$ cat src/hdl/perf_monitor_map.svh
// Purpose: Register offsets, field positions, widths and timing for the counter bank.
// Assumes: An 8-bit register port with a 5-bit address.
// Notes:   Definitions only; included by the package and the design.
`ifndef PERF_MONITOR_MAP_SVH
`define PERF_MONITOR_MAP_SVH

// ==========================================================================
// Port widths, counter storage and timebase width
`define PM_ADDR_W          5
`define PM_DATA_W          8
`define PM_CNT_W           16
`define PM_NUM_COUNTERS    9
`define PM_TICK_W          28

// ==========================================================================
// Indirect mapping addresses
`define PM_ADDR_CRC4_LO    5'h00
`define PM_ADDR_CRC4_HI    5'h01
`define PM_ADDR_FRAME_LO   5'h02
`define PM_ADDR_FRAME_HI   5'h03
`define PM_ADDR_ALIGN      5'h04
`define PM_ADDR_SYNC       5'h05
`define PM_ADDR_PATTERN_LO 5'h06
`define PM_ADDR_PATTERN_HI 5'h07
`define PM_ADDR_LINE_LO    5'h08
`define PM_ADDR_LINE_HI    5'h09
`define PM_ADDR_NCRC_LO    5'h0A
`define PM_ADDR_NCRC_HI    5'h0B
`define PM_ADDR_FBLK_LO    5'h0C
`define PM_ADDR_FBLK_HI    5'h0D
`define PM_ADDR_NFBLK_LO   5'h0E
`define PM_ADDR_NFBLK_HI   5'h0F
`define PM_ADDR_CTRL       5'h10
`define PM_ADDR_STATUS     5'h11

// ==========================================================================
// Control bits and reset values
`define PM_CTRL_AUTO_BIT   0
`define PM_CTRL_MANUAL_BIT 1
`define PM_CTRL_HDB3_BIT   2
`define PM_CTRL_RESET      3'h0
`define PM_READ_ZERO       8'h00
`define PM_TICK_RESET      28'h0000000
`define PM_SNAPCNT_RESET   8'h00

// ==========================================================================
// Counter widths
`define PM_W_CRC4          10
`define PM_W_FRAME         12
`define PM_W_ALIGN         3
`define PM_W_SYNC          5
`define PM_W_PATTERN       16
`define PM_W_LINE          16
`define PM_W_NCRC          10
`define PM_W_FBLK          10
`define PM_W_NFBLK         10

// ==========================================================================
// Timing
`define PM_SECOND_NS       1000000000
`define PM_CLK_PERIOD_NS   5

`endif

$ cat src/hdl/perf_monitor_pkg.sv
// Purpose: Types shared by the counter bank.
// Assumes: perf_monitor_map.svh gives the counter, timebase and data widths; ctrl, snap_count and the index enum are sized here.
// Notes:   Counter indices follow the order of the mapping addresses.
`default_nettype none
`include "perf_monitor_map.svh"

package perf_monitor_pkg;

  // ========================================================================
  // Counter storage
  typedef logic [`PM_CNT_W-1:0]                           count_t;
  typedef logic [`PM_NUM_COUNTERS-1:0][`PM_CNT_W-1:0]     count_arr_t;

  typedef enum logic [3:0] {
    IDX_CRC4, IDX_FRAME, IDX_ALIGN, IDX_SYNC, IDX_PATTERN,
    IDX_LINE, IDX_NCRC, IDX_FBLK, IDX_NFBLK
  } counter_idx_e;

  // ========================================================================
  // Whole state of the block
  typedef struct packed {
    logic [2:0]              ctrl;
    logic [`PM_TICK_W-1:0]   tick;
    logic [7:0]              snap_count;
    count_arr_t              run;
    count_arr_t              snap;
    logic [`PM_DATA_W-1:0]   rdata;
  } perf_state_s;

endpackage : perf_monitor_pkg
`default_nettype wire

$ cat src/hdl/perf_monitor.sv
// Purpose: Performance-monitoring counter bank of one E1 receive link.
// Assumes: Event inputs are one-cycle pulses from logic on sys_clk.
// Notes:   Snapshot registers are read-only; control sits at its own address.
//
// Contract
// - A zero-to-one write of manual_snapshot copies all counts to mapping registers.
// - With auto_snapshot set, mapping registers refresh once every second.
// - Mapping registers 00h to 0Fh load together as one coherent snapshot.
// - CRC-4 error count, 10 bits: low byte at 00h, bits 9:8 at 01h[5:4].
// - Framing error count, 12 bits: low byte at 02h, upper nibble 03h[3:0].
// - Alignment shift count, 3 bits at 04h, counts changed alignment positions.
// - Sync loss count, 5 bits at 05h[4:0].
// - Pattern detector bit error count, 16 bits at 06h (low) and 07h.
// - Line violation count, 16 bits at 08h/09h; AMI or HDB3 violations.
// - Near-end CRC error count, 10 bits: low byte 0Ah, bits 9:8 at 0Bh[5:4].
// - Far-end block error count, 10 bits: low byte 0Ch, bits 9:8 at 0Dh[5:4].
// - Near-end far-end-block-error count low byte at 0Eh, read only.
// - Near-end far-end-block-error count is 10 bits; bits 9:8 at 0Fh[1:0].
//
// The plain strobed port was decided locally.
`timescale 1ns/10ps
`default_nettype none
`include "perf_monitor_map.svh"

module perf_monitor #(
  parameter int SECOND_CYCLES = `PM_SECOND_NS / `PM_CLK_PERIOD_NS
) (
  // Clock and reset
  input  wire logic                  sys_clk,
  input  wire logic                  rst_n,
  // Register port
  input  wire logic [`PM_ADDR_W-1:0] reg_addr,
  input  wire logic [`PM_DATA_W-1:0] reg_wdata,
  input  wire logic                  reg_wr,
  input  wire logic                  reg_rd,
  output logic      [`PM_DATA_W-1:0] reg_rdata,
  // Event pulses from the framer
  input  wire logic                  crc4_error_event,
  input  wire logic                  framing_error_event,
  input  wire logic                  align_shift_event,
  input  wire logic                  sync_loss_event,
  input  wire logic                  pattern_detector_error_event,
  input  wire logic                  bipolar_violation_event,
  input  wire logic                  hdb3_violation_event,
  input  wire logic                  near_crc_error_event,
  input  wire logic                  far_block_error_event,
  input  wire logic                  near_far_block_error_event,
  // Snapshot indication
  output logic                       snapshot_taken
);

  // ========================================================================
  // Counter limits
  localparam logic [`PM_TICK_W-1:0] TICK_LAST = `PM_TICK_W'(SECOND_CYCLES - 1);

  function automatic int width_of(int idx);
    case (idx)
      perf_monitor_pkg::IDX_CRC4:    width_of = `PM_W_CRC4;
      perf_monitor_pkg::IDX_FRAME:   width_of = `PM_W_FRAME;
      perf_monitor_pkg::IDX_ALIGN:   width_of = `PM_W_ALIGN;
      perf_monitor_pkg::IDX_SYNC:    width_of = `PM_W_SYNC;
      perf_monitor_pkg::IDX_PATTERN: width_of = `PM_W_PATTERN;
      perf_monitor_pkg::IDX_LINE:    width_of = `PM_W_LINE;
      perf_monitor_pkg::IDX_NCRC:    width_of = `PM_W_NCRC;
      perf_monitor_pkg::IDX_FBLK:    width_of = `PM_W_FBLK;
      default:                       width_of = `PM_W_NFBLK;
    endcase
  endfunction : width_of

  function automatic perf_monitor_pkg::count_t max_of(int idx);
    max_of = `PM_CNT_W'((33'h1 << width_of(idx)) - 33'h1);
  endfunction : max_of

  // ========================================================================
  // State
  perf_monitor_pkg::perf_state_s s_q;
  perf_monitor_pkg::perf_state_s s_d;

  logic [`PM_NUM_COUNTERS-1:0] events;
  logic                        line_event;
  logic                        manual_edge;
  logic                        auto_tick;
  logic                        snap_now;

  // The decoder mode picks which violation pulse feeds the line counter.
  assign line_event = s_q.ctrl[`PM_CTRL_HDB3_BIT] ? hdb3_violation_event
                                                  : bipolar_violation_event;

  always_comb begin
    events                                  = '0;
    events[perf_monitor_pkg::IDX_CRC4]      = crc4_error_event;
    events[perf_monitor_pkg::IDX_FRAME]     = framing_error_event;
    events[perf_monitor_pkg::IDX_ALIGN]     = align_shift_event;
    events[perf_monitor_pkg::IDX_SYNC]      = sync_loss_event;
    events[perf_monitor_pkg::IDX_PATTERN]   = pattern_detector_error_event;
    events[perf_monitor_pkg::IDX_LINE]      = line_event;
    events[perf_monitor_pkg::IDX_NCRC]      = near_crc_error_event;
    events[perf_monitor_pkg::IDX_FBLK]      = far_block_error_event;
    events[perf_monitor_pkg::IDX_NFBLK]     = near_far_block_error_event;
  end

  // ========================================================================
  // Snapshot triggers
  // Only the rising edge of the stored bit counts, so software must write a
  // zero before the next manual request.
  assign manual_edge = reg_wr && (reg_addr == `PM_ADDR_CTRL)
                       && reg_wdata[`PM_CTRL_MANUAL_BIT]
                       && !s_q.ctrl[`PM_CTRL_MANUAL_BIT];
  assign auto_tick   = s_q.ctrl[`PM_CTRL_AUTO_BIT] && (s_q.tick == TICK_LAST);
  assign snap_now    = manual_edge || auto_tick;

  // ========================================================================
  // Next state
  always_comb begin
    s_d       = s_q;
    s_d.rdata = `PM_READ_ZERO;

    // Control register write.
    if (reg_wr && (reg_addr == `PM_ADDR_CTRL)) begin
      s_d.ctrl = reg_wdata[2:0];
    end

    // One-second timebase; held at zero while automatic refresh is off so the
    // first refresh comes a full second after it is enabled.
    if (!s_q.ctrl[`PM_CTRL_AUTO_BIT] || auto_tick) begin
      s_d.tick = `PM_TICK_RESET;
    end else begin
      s_d.tick = s_q.tick + `PM_TICK_W'(1);
    end

    // Counters; an event in the snapshot cycle starts the new interval at one.
    for (int i = 0; i < `PM_NUM_COUNTERS; i++) begin
      if (snap_now) begin
        s_d.snap[i] = s_q.run[i];
        s_d.run[i]  = events[i] ? `PM_CNT_W'(1) : `PM_CNT_W'(0);
      end else if (events[i] && (s_q.run[i] != max_of(i))) begin
        s_d.run[i]  = s_q.run[i] + `PM_CNT_W'(1);
      end
    end

    if (snap_now) begin
      s_d.snap_count = s_q.snap_count + 8'h01;
    end

    // Read data stands in the cycle after the strobe only.
    if (reg_rd) begin
      unique case (reg_addr)
        `PM_ADDR_CRC4_LO:
          s_d.rdata = s_q.snap[perf_monitor_pkg::IDX_CRC4][7:0];
        `PM_ADDR_CRC4_HI:
          s_d.rdata = {2'h0, s_q.snap[perf_monitor_pkg::IDX_CRC4][9:8], 4'h0};
        `PM_ADDR_FRAME_LO:
          s_d.rdata = s_q.snap[perf_monitor_pkg::IDX_FRAME][7:0];
        `PM_ADDR_FRAME_HI:
          s_d.rdata = {4'h0, s_q.snap[perf_monitor_pkg::IDX_FRAME][11:8]};
        `PM_ADDR_ALIGN:
          s_d.rdata = {5'h00, s_q.snap[perf_monitor_pkg::IDX_ALIGN][2:0]};
        `PM_ADDR_SYNC:
          s_d.rdata = {3'h0, s_q.snap[perf_monitor_pkg::IDX_SYNC][4:0]};
        `PM_ADDR_PATTERN_LO:
          s_d.rdata = s_q.snap[perf_monitor_pkg::IDX_PATTERN][7:0];
        `PM_ADDR_PATTERN_HI:
          s_d.rdata = s_q.snap[perf_monitor_pkg::IDX_PATTERN][15:8];
        `PM_ADDR_LINE_LO:
          s_d.rdata = s_q.snap[perf_monitor_pkg::IDX_LINE][7:0];
        `PM_ADDR_LINE_HI:
          s_d.rdata = s_q.snap[perf_monitor_pkg::IDX_LINE][15:8];
        `PM_ADDR_NCRC_LO:
          s_d.rdata = s_q.snap[perf_monitor_pkg::IDX_NCRC][7:0];
        `PM_ADDR_NCRC_HI:
          s_d.rdata = {2'h0, s_q.snap[perf_monitor_pkg::IDX_NCRC][9:8], 4'h0};
        `PM_ADDR_FBLK_LO:
          s_d.rdata = s_q.snap[perf_monitor_pkg::IDX_FBLK][7:0];
        `PM_ADDR_FBLK_HI:
          s_d.rdata = {2'h0, s_q.snap[perf_monitor_pkg::IDX_FBLK][9:8], 4'h0};
        `PM_ADDR_NFBLK_LO:
          s_d.rdata = s_q.snap[perf_monitor_pkg::IDX_NFBLK][7:0];
        `PM_ADDR_NFBLK_HI:
          s_d.rdata = {6'h00, s_q.snap[perf_monitor_pkg::IDX_NFBLK][9:8]};
        `PM_ADDR_CTRL:
          s_d.rdata = {5'h00, s_q.ctrl};
        `PM_ADDR_STATUS:
          s_d.rdata = s_q.snap_count;
        default:
          s_d.rdata = `PM_READ_ZERO;
      endcase
    end
  end

  // ========================================================================
  // Registers
  always_ff @(posedge sys_clk) begin
    if (!rst_n) begin
      s_q.ctrl       <= `PM_CTRL_RESET;
      s_q.tick       <= `PM_TICK_RESET;
      s_q.snap_count <= `PM_SNAPCNT_RESET;
      s_q.run        <= '0;
      s_q.snap       <= '0;
      s_q.rdata      <= `PM_READ_ZERO;
    end else begin
      s_q <= s_d;
    end
  end

  assign reg_rdata      = s_q.rdata;
  assign snapshot_taken = snap_now;

endmodule : perf_monitor
`default_nettype wire

$ cat config.mk
export PLATFORM = sky130hd
export DESIGN_NAME = perf_monitor
export DESIGN_NICKNAME = d
export VERILOG_FILES = /design/src/hdl/perf_monitor_pkg.sv /design/src/hdl/perf_monitor.sv
export VERILOG_INCLUDE_DIRS = /design/src /design/src/hdl
export SDC_FILE = /design/constraint.sdc
export NUM_CORES = 1
export LEC_CHECK = 0
export BUFFER_PORTS_ARGS = -buffer_cell sky130_fd_sc_hd__buf_2
export CORE_MARGIN = 2
export CORE_UTILIZATION = 61
export CTS_CLUSTER_SIZE = 25
export DETAILED_ROUTE_END_ITERATION = 16
export PLACE_DENSITY = 0.78
export SETUP_SLACK_MARGIN = 0.4
export SYNTH_ARGS = -nofsm -noshare
export SYNTH_HDL_FRONTEND = slang
export SYNTH_SLANG_ARGS = --single-unit
$ cat constraint.sdc
create_clock -name sys_clk -period 3 [get_ports sys_clk]
set_input_delay 0.3 -clock sys_clk [delete_from_list [all_inputs] [get_ports sys_clk]]
set_output_delay 0.3 -clock sys_clk [all_outputs]
set_load 0.02 [all_outputs]
==> results of run 1 <==
tightest hold or removal path, cell delays in order:
cell and delay [ns]:
buf_2 0.11, mux2i_1 0.07, nor2_1 0.08
worst max path at each step:
stage,end,slack [ns]
3_3_place_gp,s_q[302]$_SDFFE_PN0N_,0.63
2_1_floorplan,s_q[301]$_SDFFE_PN0N_,0.89
3_5_place_dp,s_q[303]$_SDFFE_PN0N_,0.59
5_1_grt,snapshot_taken,0.41
4_1_cts,snapshot_taken,0.40
6_report,snapshot_taken,0.49
registers in the layout, summed over array words and instances (netlist names):
| name | count |
|---|---|
| reg_rdata | 8 |
| s_q | 275 |
cell families after synthesis:
logic type / after synthesis
simple gates: 753
flops: 283
compound gates: 259
xor+xnor: 135
buf+inv: 117
mux: 14
fa+ha+maj: 11
layout by cell type (no fill, tap or decap), types with 29 or more instances in the layout:
| cell | synthesis | layout |
|---|---|---|
| dfxtp_1 | 283 | 279 |
| nand2_1 | 251 | 251 |
| nor2_1 | 183 | 183 |
| a21oi_1 | 131 | 131 |
| xnor2_1 | 77 | 77 |
| nand3_1 | 65 | 65 |
| xor2_1 | 58 | 58 |
| nand4_1 | 47 | 47 |
| a22oi_1 | 34 | 34 |
| o21ai_0 | 31 | 31 |
| clkbuf_16 | 0 | 31 |
| and3_1 | 29 | 29 |
| nor3_1 | 29 | 29 |
| buf_2 | 18 | 29 |
through the flow:
stage	utilization (%)	cells	area (um2)
CTS	68.9	1871	14400
global route	69.1	1871	14400
detailed placement	63.5	1809	13300
global placement	63.5	1809	13300
floorplan	-	1572	12900
finish	69.1	1872	14400
report_power, final:
group,leakage [uW],internal [uW],total (uW),switching [uW]
Sequential,0.00228,3780,3820,34.9
Combinational,0.00195,74.7,228,153
Clock,0.000531,2360,3880,1520
Total,0.00477,6220,7930,1710
final cells by class:
type	instances	area, um2	share of cell area [%]
sequential	283	5670	39.3
clock inverter	15	166	1.15
multi-input combinational	1172	6800	47.1
timing repair inverter	1	8.76	0.0607
antenna	1	2.50	0.0173
timing repair buffer	60	437	3.03
inverter	24	104	0.719
tap	275	344	2.38
clock buffer	41	903	6.26
repair_timing:
action	4_1_cts	5_1_grt
resized for setup	4	8
endpoints found under the hold margin	2	0
setup endpoints to repair	1	5
gates cloned	1	0
hold buffers	2	0
pin swaps	1	1
buffers inserted	3	0
layer usage:
layer	vias to the layer above	track usage [%]	share of wire (%)
met1	5272	38.3	46
met2	285	43.1	46
li1	5535	-	-
met4	0	7.86	2.7
met3	59	3.78	5.7
met5	-	0	0
==> reports/metrics.csv, run 1 <==
stage,metric,value,unit
min_path,worst hold stages,3,
route,1st-iter DRT viols,715,
route,Final Routed Wirelength,30300,um
floorplan,number of core rows,53,
sta,clock skew,0.0115,ns
route,DR vias,11200,
synth,Syn Area/Cell,8.22,um2
floorplan,# IOs,36,
power,maximum VDD drop,469,uV
sta,Min Hold Slack,0.0518,ns
floorplan,Core ar.,20900,um2
synth,Ys Warns,0,
synth,Mapped Area,12900,um2
sta,min cycle time layout,2.51,ns
clocking,clock root buffer,clkbuf_16,
synth,Mapped Cells,1572,
synth,complex-gate fraction of the synthesized area,12.2,%
min_path,hold worst-path end,s_q[333]$_SDFFE_PN0N_,
sta,RSZ-0062 raised after global routing,no,
flow_run,Max-Cap Viols,0,
synth,Synth top area share,43.8,%
route,via/cell ratio,5.96,
synth,Post-synth ARST share,0,%
synth,post-synthesis mux area share,1.09,%
clocking,CTS tree,built,
floorplan,die span in y,150,um
floorplan,Initial Util,61.9,%
synth,XOR/XNOR Fraction of Synth Area,9.15,%
synth,largest area contributor in the netlist,dfxtp_1,
clocking,TritonCTS Sinks,283,
synth,most frequent cell after synthesis,dfxtp_1,
synth,synth top area cells,"dfxtp_1 44%, nand2_1 7.3%, nor2_1 5.3%",
synth,commonest cells in the netlist,"283 x dfxtp_1, 251 x nand2_1, 183 x nor2_1",
worst_setup_path,Setup crit end kind,output pin,
power,Tot Pwr,7930,uW
worst_setup_path,Top Family by Delay on Critical Path,simple AND/OR/NAND/NOR gates,
route,drt pass-1 iters,5,
clocking,Num CTS Buffers,30,
sta,worst slew pin tran,0.959,ns
worst_setup_path,worst path buffer plus inverter count,2,
route,DRT antenna net count,0,
min_path,worst hold start,reg_wdata[1],
worst_setup_path,r2r endpoint,s_q[303]$_SDFFE_PN0N_,
layout,Nets,1610,
worst_setup_path,slowest CP cell,or4b_1,
worst_setup_path,Worst Path Arrival,2.21,ns
sta,Setup Viol. Count Final,0,
global_route,largest net degree at the start of global routing,88,
sta,minimum setup slack in the final design,0.486,ns
placement,dpl ws,0.586,ns
power,P per Cell Area,549,nW/um2
synth,Yosys reg bits,283,
route,Remaining DRCs,0,
synth,main flop type after synthesis,dfxtp_1,
sta,Final Slew Violations,0,
worst_setup_path,CP Cell Sequence,ha_4 -> nand3_1 -> or4b_1 -> o21a_4 -> clkinv_8 -> buf_4,
outcome,status,"complete, no violations",
synth,post-synthesis simple-gate area fraction,28.8,%
min_path,worst hold path type,primary input to register,
global_route,initial antenna violation count,0,
layout,Layout area overhead,11.7,%
floorplan,chip width,150,um
synth,post-synthesis sequential area ratio,43.8,%
worst_setup_path,max incr delay on CP,0.51,ns
global_route,GRT Overall Usage,27.0,%
clocking,H-tree Lvls,1,
worst_setup_path,Worst R2R Setup Slack,0.56,ns
placement,hpwl dp,20400,um
sta,Tcrit/Tclk final,83.8,%
sta,Sum Neg Setup Slack,0,ns
synth,Yosys cell types,68,
layout,layout cells sized above 1,8.77,%
worst_setup_path,crit path launch,s_q[304]$_SDFF_PP0_,
synth,Post-synth EDFFs,0,
global_route,first-pass GRT wire length,50400,um
synth,main combinational cell family by area after synthesis,simple AND/OR/NAND/NOR gates,
sta,Max Clock Freq,398,MHz
worst_setup_path,WP data required,2.70,ns
power,Leakage,0.00477,uW
synth,Synth Area in Adders,1.06,%
clocking,"Reg clk slew, reported paths",0.07,ns
route,routed len/inst,16.2,um
sta,Final Hold Fails,0,
worst_setup_path,Startpoint Class,register,
layout,# fillers,1700,
floorplan,Die Area,22400,um2
worst_setup_path,crit path kind,register to output pin,
sta,Rel. slew slack,34.2,%
placement,GPL Wtd Cong,0.985,
global_route,remaining global-route overflow,0,
clocking,Max Buffers Root-to-Sink,3,
global_route,vias in the first global route,10200,
synth,net count after synthesis,1610,
worst_setup_path,critical path peak fanout,14,
worst_setup_path,R2R Path Start,s_q[304]$_SDFF_PP0_,
clocking,clock latency on the worst-skew pair,0.55,ns
placement,port bufs,30,
worst_setup_path,Worst R2R Path Depth,8,
worst_setup_path,CP Depth,6,
No activity file was read; power rests on OpenSTA's default activity.
==> inputs of run 2 (changes only) <==
Settings changed: ABC_AREA from default to 1, CORE_UTILIZATION 61 to 57, PLACE_DENSITY 0.78 to 0.77.
Clock period 3 ns to 2.2 ns, I/O delays scaled along.
==> run 2 against run 1 <==
Net effect: cell area up 13%; via count is 23% higher; non-clock buffer count rose by 57; register-to-register slack got worse by 0.39 ns; largest cell class unchanged; die area rose by 12%; combinational power rose by 150%; count of clock-buffer cells in the layout is 4 lower; clock skew shrank 0.0047 ns; cell count up 33%; worst hold slack got worse by 0.040 ns.
==> reports/metrics.csv, run 2 <==
stage,metric,value,unit,change
synth,Synth top area share,41.6,%,was 43.8%
synth,Yosys cell types,37,,was 68
layout,most frequent cells in the layout,"487 x nand2_1, 385 x nor2_1, 272 x dfxtp_1",,"was 279 x dfxtp_1, 251 x nand2_1, 183 x nor2_1"
worst_setup_path,WP data required,1.98,ns,was 2.70 ns
synth,Mapped Area,13600,um2,was 12900 um2
synth,Syn Area/Cell,6.61,um2,was 8.22 um2
sta,Max Clock Freq,486,MHz,
clocking,Num CTS Buffers,30,,unchanged
sta,clock skew,0.00679,ns,was 0.0115 ns
floorplan,Die Area,25200,um2,was 22400 um2
global_route,remaining global-route overflow,0,,unchanged
layout,layout cells sized above 1,9.97,%,was 8.77%
worst_setup_path,Worst R2R Path Depth,14,,was 8
synth,Ys Warns,0,,unchanged
power,Leakage,0.00675,uW,was 0.00477 uW
sta,Final Slew Violations,0,,unchanged
synth,commonest cells in the netlist,"493 x nand2_1, 389 x nor2_1, 283 x dfxtp_1",,"was 283 x dfxtp_1, 251 x nand2_1, 183 x nor2_1"
clocking,clock latency on the worst-skew pair,0.55,ns,about the same
sta,RSZ-0062 raised after global routing,yes,,was no
placement,port bufs,30,,unchanged
worst_setup_path,crit path kind,register to output pin,,unchanged
clocking,Max Buffers Root-to-Sink,3,,unchanged
sta,Setup Viol. Count Final,0,,unchanged
floorplan,Initial Util,58.0,%,was 61.9%
min_path,worst hold stages,5,,was 3
floorplan,die span in y,159,um,was 150 um
synth,net count after synthesis,2099,,was 1610
sta,Sum Neg Setup Slack,0,ns,unchanged
route,DR vias,13700,,was 11.2k
floorplan,Core ar.,23500,um2,was 20900 um2
worst_setup_path,Startpoint Class,register,,unchanged
global_route,largest net degree at the start of global routing,63,,was 88
route,routed len/inst,15.4,um,was 16.2 um
min_path,worst hold path type,primary input to register,,unchanged
layout,max reg flops,275,,unchanged
synth,post-synthesis sequential area ratio,41.6,%,was 43.8%
route,drt pass-1 iters,6,,was 5
sta,Tcrit/Tclk final,93.6,%,
layout,"commonest non-fill, non-tap cell in the layout",nand2_1,,was dfxtp_1
route,Remaining DRCs,0,,unchanged
synth,main flop type after synthesis,dfxtp_1,,unchanged
worst_setup_path,critical path peak fanout,3,,was 14
layout,final cell count without fillers,2487,,was 1872
sta,Rel. slew slack,59.7,%,was 34.2%
global_route,GRT Overall Usage,29.3,%,was 27.0%
layout,Nets,2182,,was 1610
global_route,initial antenna violation count,2,,was 0
clocking,clock root buffer,clkbuf_16,,unchanged
global_route,vias in the first global route,12400,,was 10.2k
synth,Mapped Cells,2061,,was 1572
layout,Layout area overhead,19.2,%,was 11.7%
sta,min cycle time layout,2.06,ns,
clocking,TritonCTS Sinks,283,,unchanged
synth,largest area contributor in the netlist,dfxtp_1,,unchanged
outcome,status,"complete, no violations",,unchanged
clocking,CTS tree,built,,unchanged
worst_setup_path,Worst Path Arrival,1.84,ns,was 2.21 ns
placement,GPL Wtd Cong,0.945,,was 0.985
worst_setup_path,Setup crit end kind,output pin,,unchanged
placement,Placed Instances,2376,,was 1809
global_route,first-pass GRT wire length,59200,um,was 50400 um
synth,Post-synth ARST share,0,%,unchanged
synth,Post-synth EDFFs,0,,unchanged
synth,most frequent cell after synthesis,nand2_1,,was dfxtp_1
floorplan,number of core rows,56,,was 53
sta,worst slew pin tran,0.602,ns,was 0.959 ns
route,Final Routed Wirelength,38400,um,was 30300 um
clocking,H-tree Lvls,1,,unchanged
clocking,"Reg clk slew, reported paths",0.06,ns,was 0.07 ns
synth,Yosys reg bits,283,,unchanged
floorplan,# IOs,36,,unchanged
floorplan,chip width,159,um,was 150 um
sta,Final Hold Fails,0,,unchanged
power,maximum VDD drop,663,uV,was 469 uV
placement,hpwl dp,23600,um,was 20400 um
route,DRT antenna net count,0,,unchanged
power,P per Cell Area,665,nW/um2,was 549 nW/um2
route,1st-iter DRT viols,1153,,was 715
flow_run,Max-Cap Viols,0,,unchanged
synth,synth top area cells,"dfxtp_1 42%, nand2_1 14%, nor2_1 11%",,"was dfxtp_1 44%, nand2_1 7.3%, nor2_1 5.3%"
layout,Biggest register,s_q,,unchanged
route,via/cell ratio,5.49,,was 5.96
run 2: changes by cell type after synthesis, sizes merged, moves of 29 or more:
cell,previous run,this run
inv,24,232
nand3,65,122
nand2,251,496
a22oi,34,0
xor2,58,23
clkbuf,66,22
xnor2,77,9
o21ai,31,137
nor2,183,395
nor4,32,3
run 2: cell families after synthesis:
kind of cell	synth area share (%)
AOI/OAI and AO/OA	11.5
xor gates and xnor gates	2.06
adders and majority gates	1.01
buffers and inverters	9.10
DFF	41.6
and+or+nand+nor	34.7
run 2: layer usage:
metal,up-vias,global-route usage (%),routed length [um]
li1,6750,-,-
met1,6229,38.6,16300
met2,553,47.7,17400
met3,128,4.33,2890
met4,0,13.5,1750
met5,-,0,0
run 2: worst paths after layout:
kind | endpoint | slack (ns) | startpoint
max | snapshot_taken | 0.14 | s_q[304]$_SDFF_PP0_
min | s_q[168]$_SDFFE_PN0P_ | 0.01 | framing_error_event
max reg2reg | s_q[252]$_SDFFE_PN0P_ | 0.17 | s_q[304]$_SDFF_PP0_
min reg2reg | s_q[333]$_SDFFE_PN0N_ | 0.46 | s_q[333]$_SDFFE_PN0N_
run 2: repair_timing:
item                                    CTS  global route
hold buffers                              6             0
setup buffers                            20             8
endpoints found under the hold margin     6             0
resized for setup                        50            35
pin swaps                                 4             8
cloned                                   14             7
endpoints found under the setup margin  239           246
run 2: worst max-delay path, stage by stage, from the launching register on:
cell	delay (ns)
dfxtp_2	0.35
ha_4	0.15
nand2_4	0.06
nor2_4	0.11
nand2_4	0.07
nor2_4	0.11
nand3_4	0.10
nand2_4	0.10
buf_12	0.13
buf_8	0.10
run 2: through the flow:
stage | hold slack [ns] | utilization (%) | setup WS (ns) | area (um2) | power [uW]
global route | 0.0201 | 69.2 | 0.0508 | 16200 | 11100
CTS | 0.000887 | 67.7 | 0.0649 | 15900 | 10800
floorplan | 0.355 | - | 0.400 | 13600 | 5580
finish | 0.0121 | 69.2 | 0.141 | 16200 | 10800
detailed placement | 0.453 | 60.1 | 0.0210 | 14100 | 5710
global placement | 0.447 | 60.1 | 0.0839 | 14100 | 5690
run 2: final cells by class:
class,count,area (um2)
Inverter,232,891
Fill cell,1907,7230
Sequential cell,283,5680
Clock buffer,37,838
Timing Repair Buffer,117,1470
Tap cell,319,399
Antenna cell,2,5.00
Clock inverter,17,141
Multi-Input combinational cell,1480,6820
run 2: where the power goes:
group | internal, uW | switching, uW
Sequential | 5170 | 51.7
Clock | 2920 | 2090
Combinational | 245 | 317
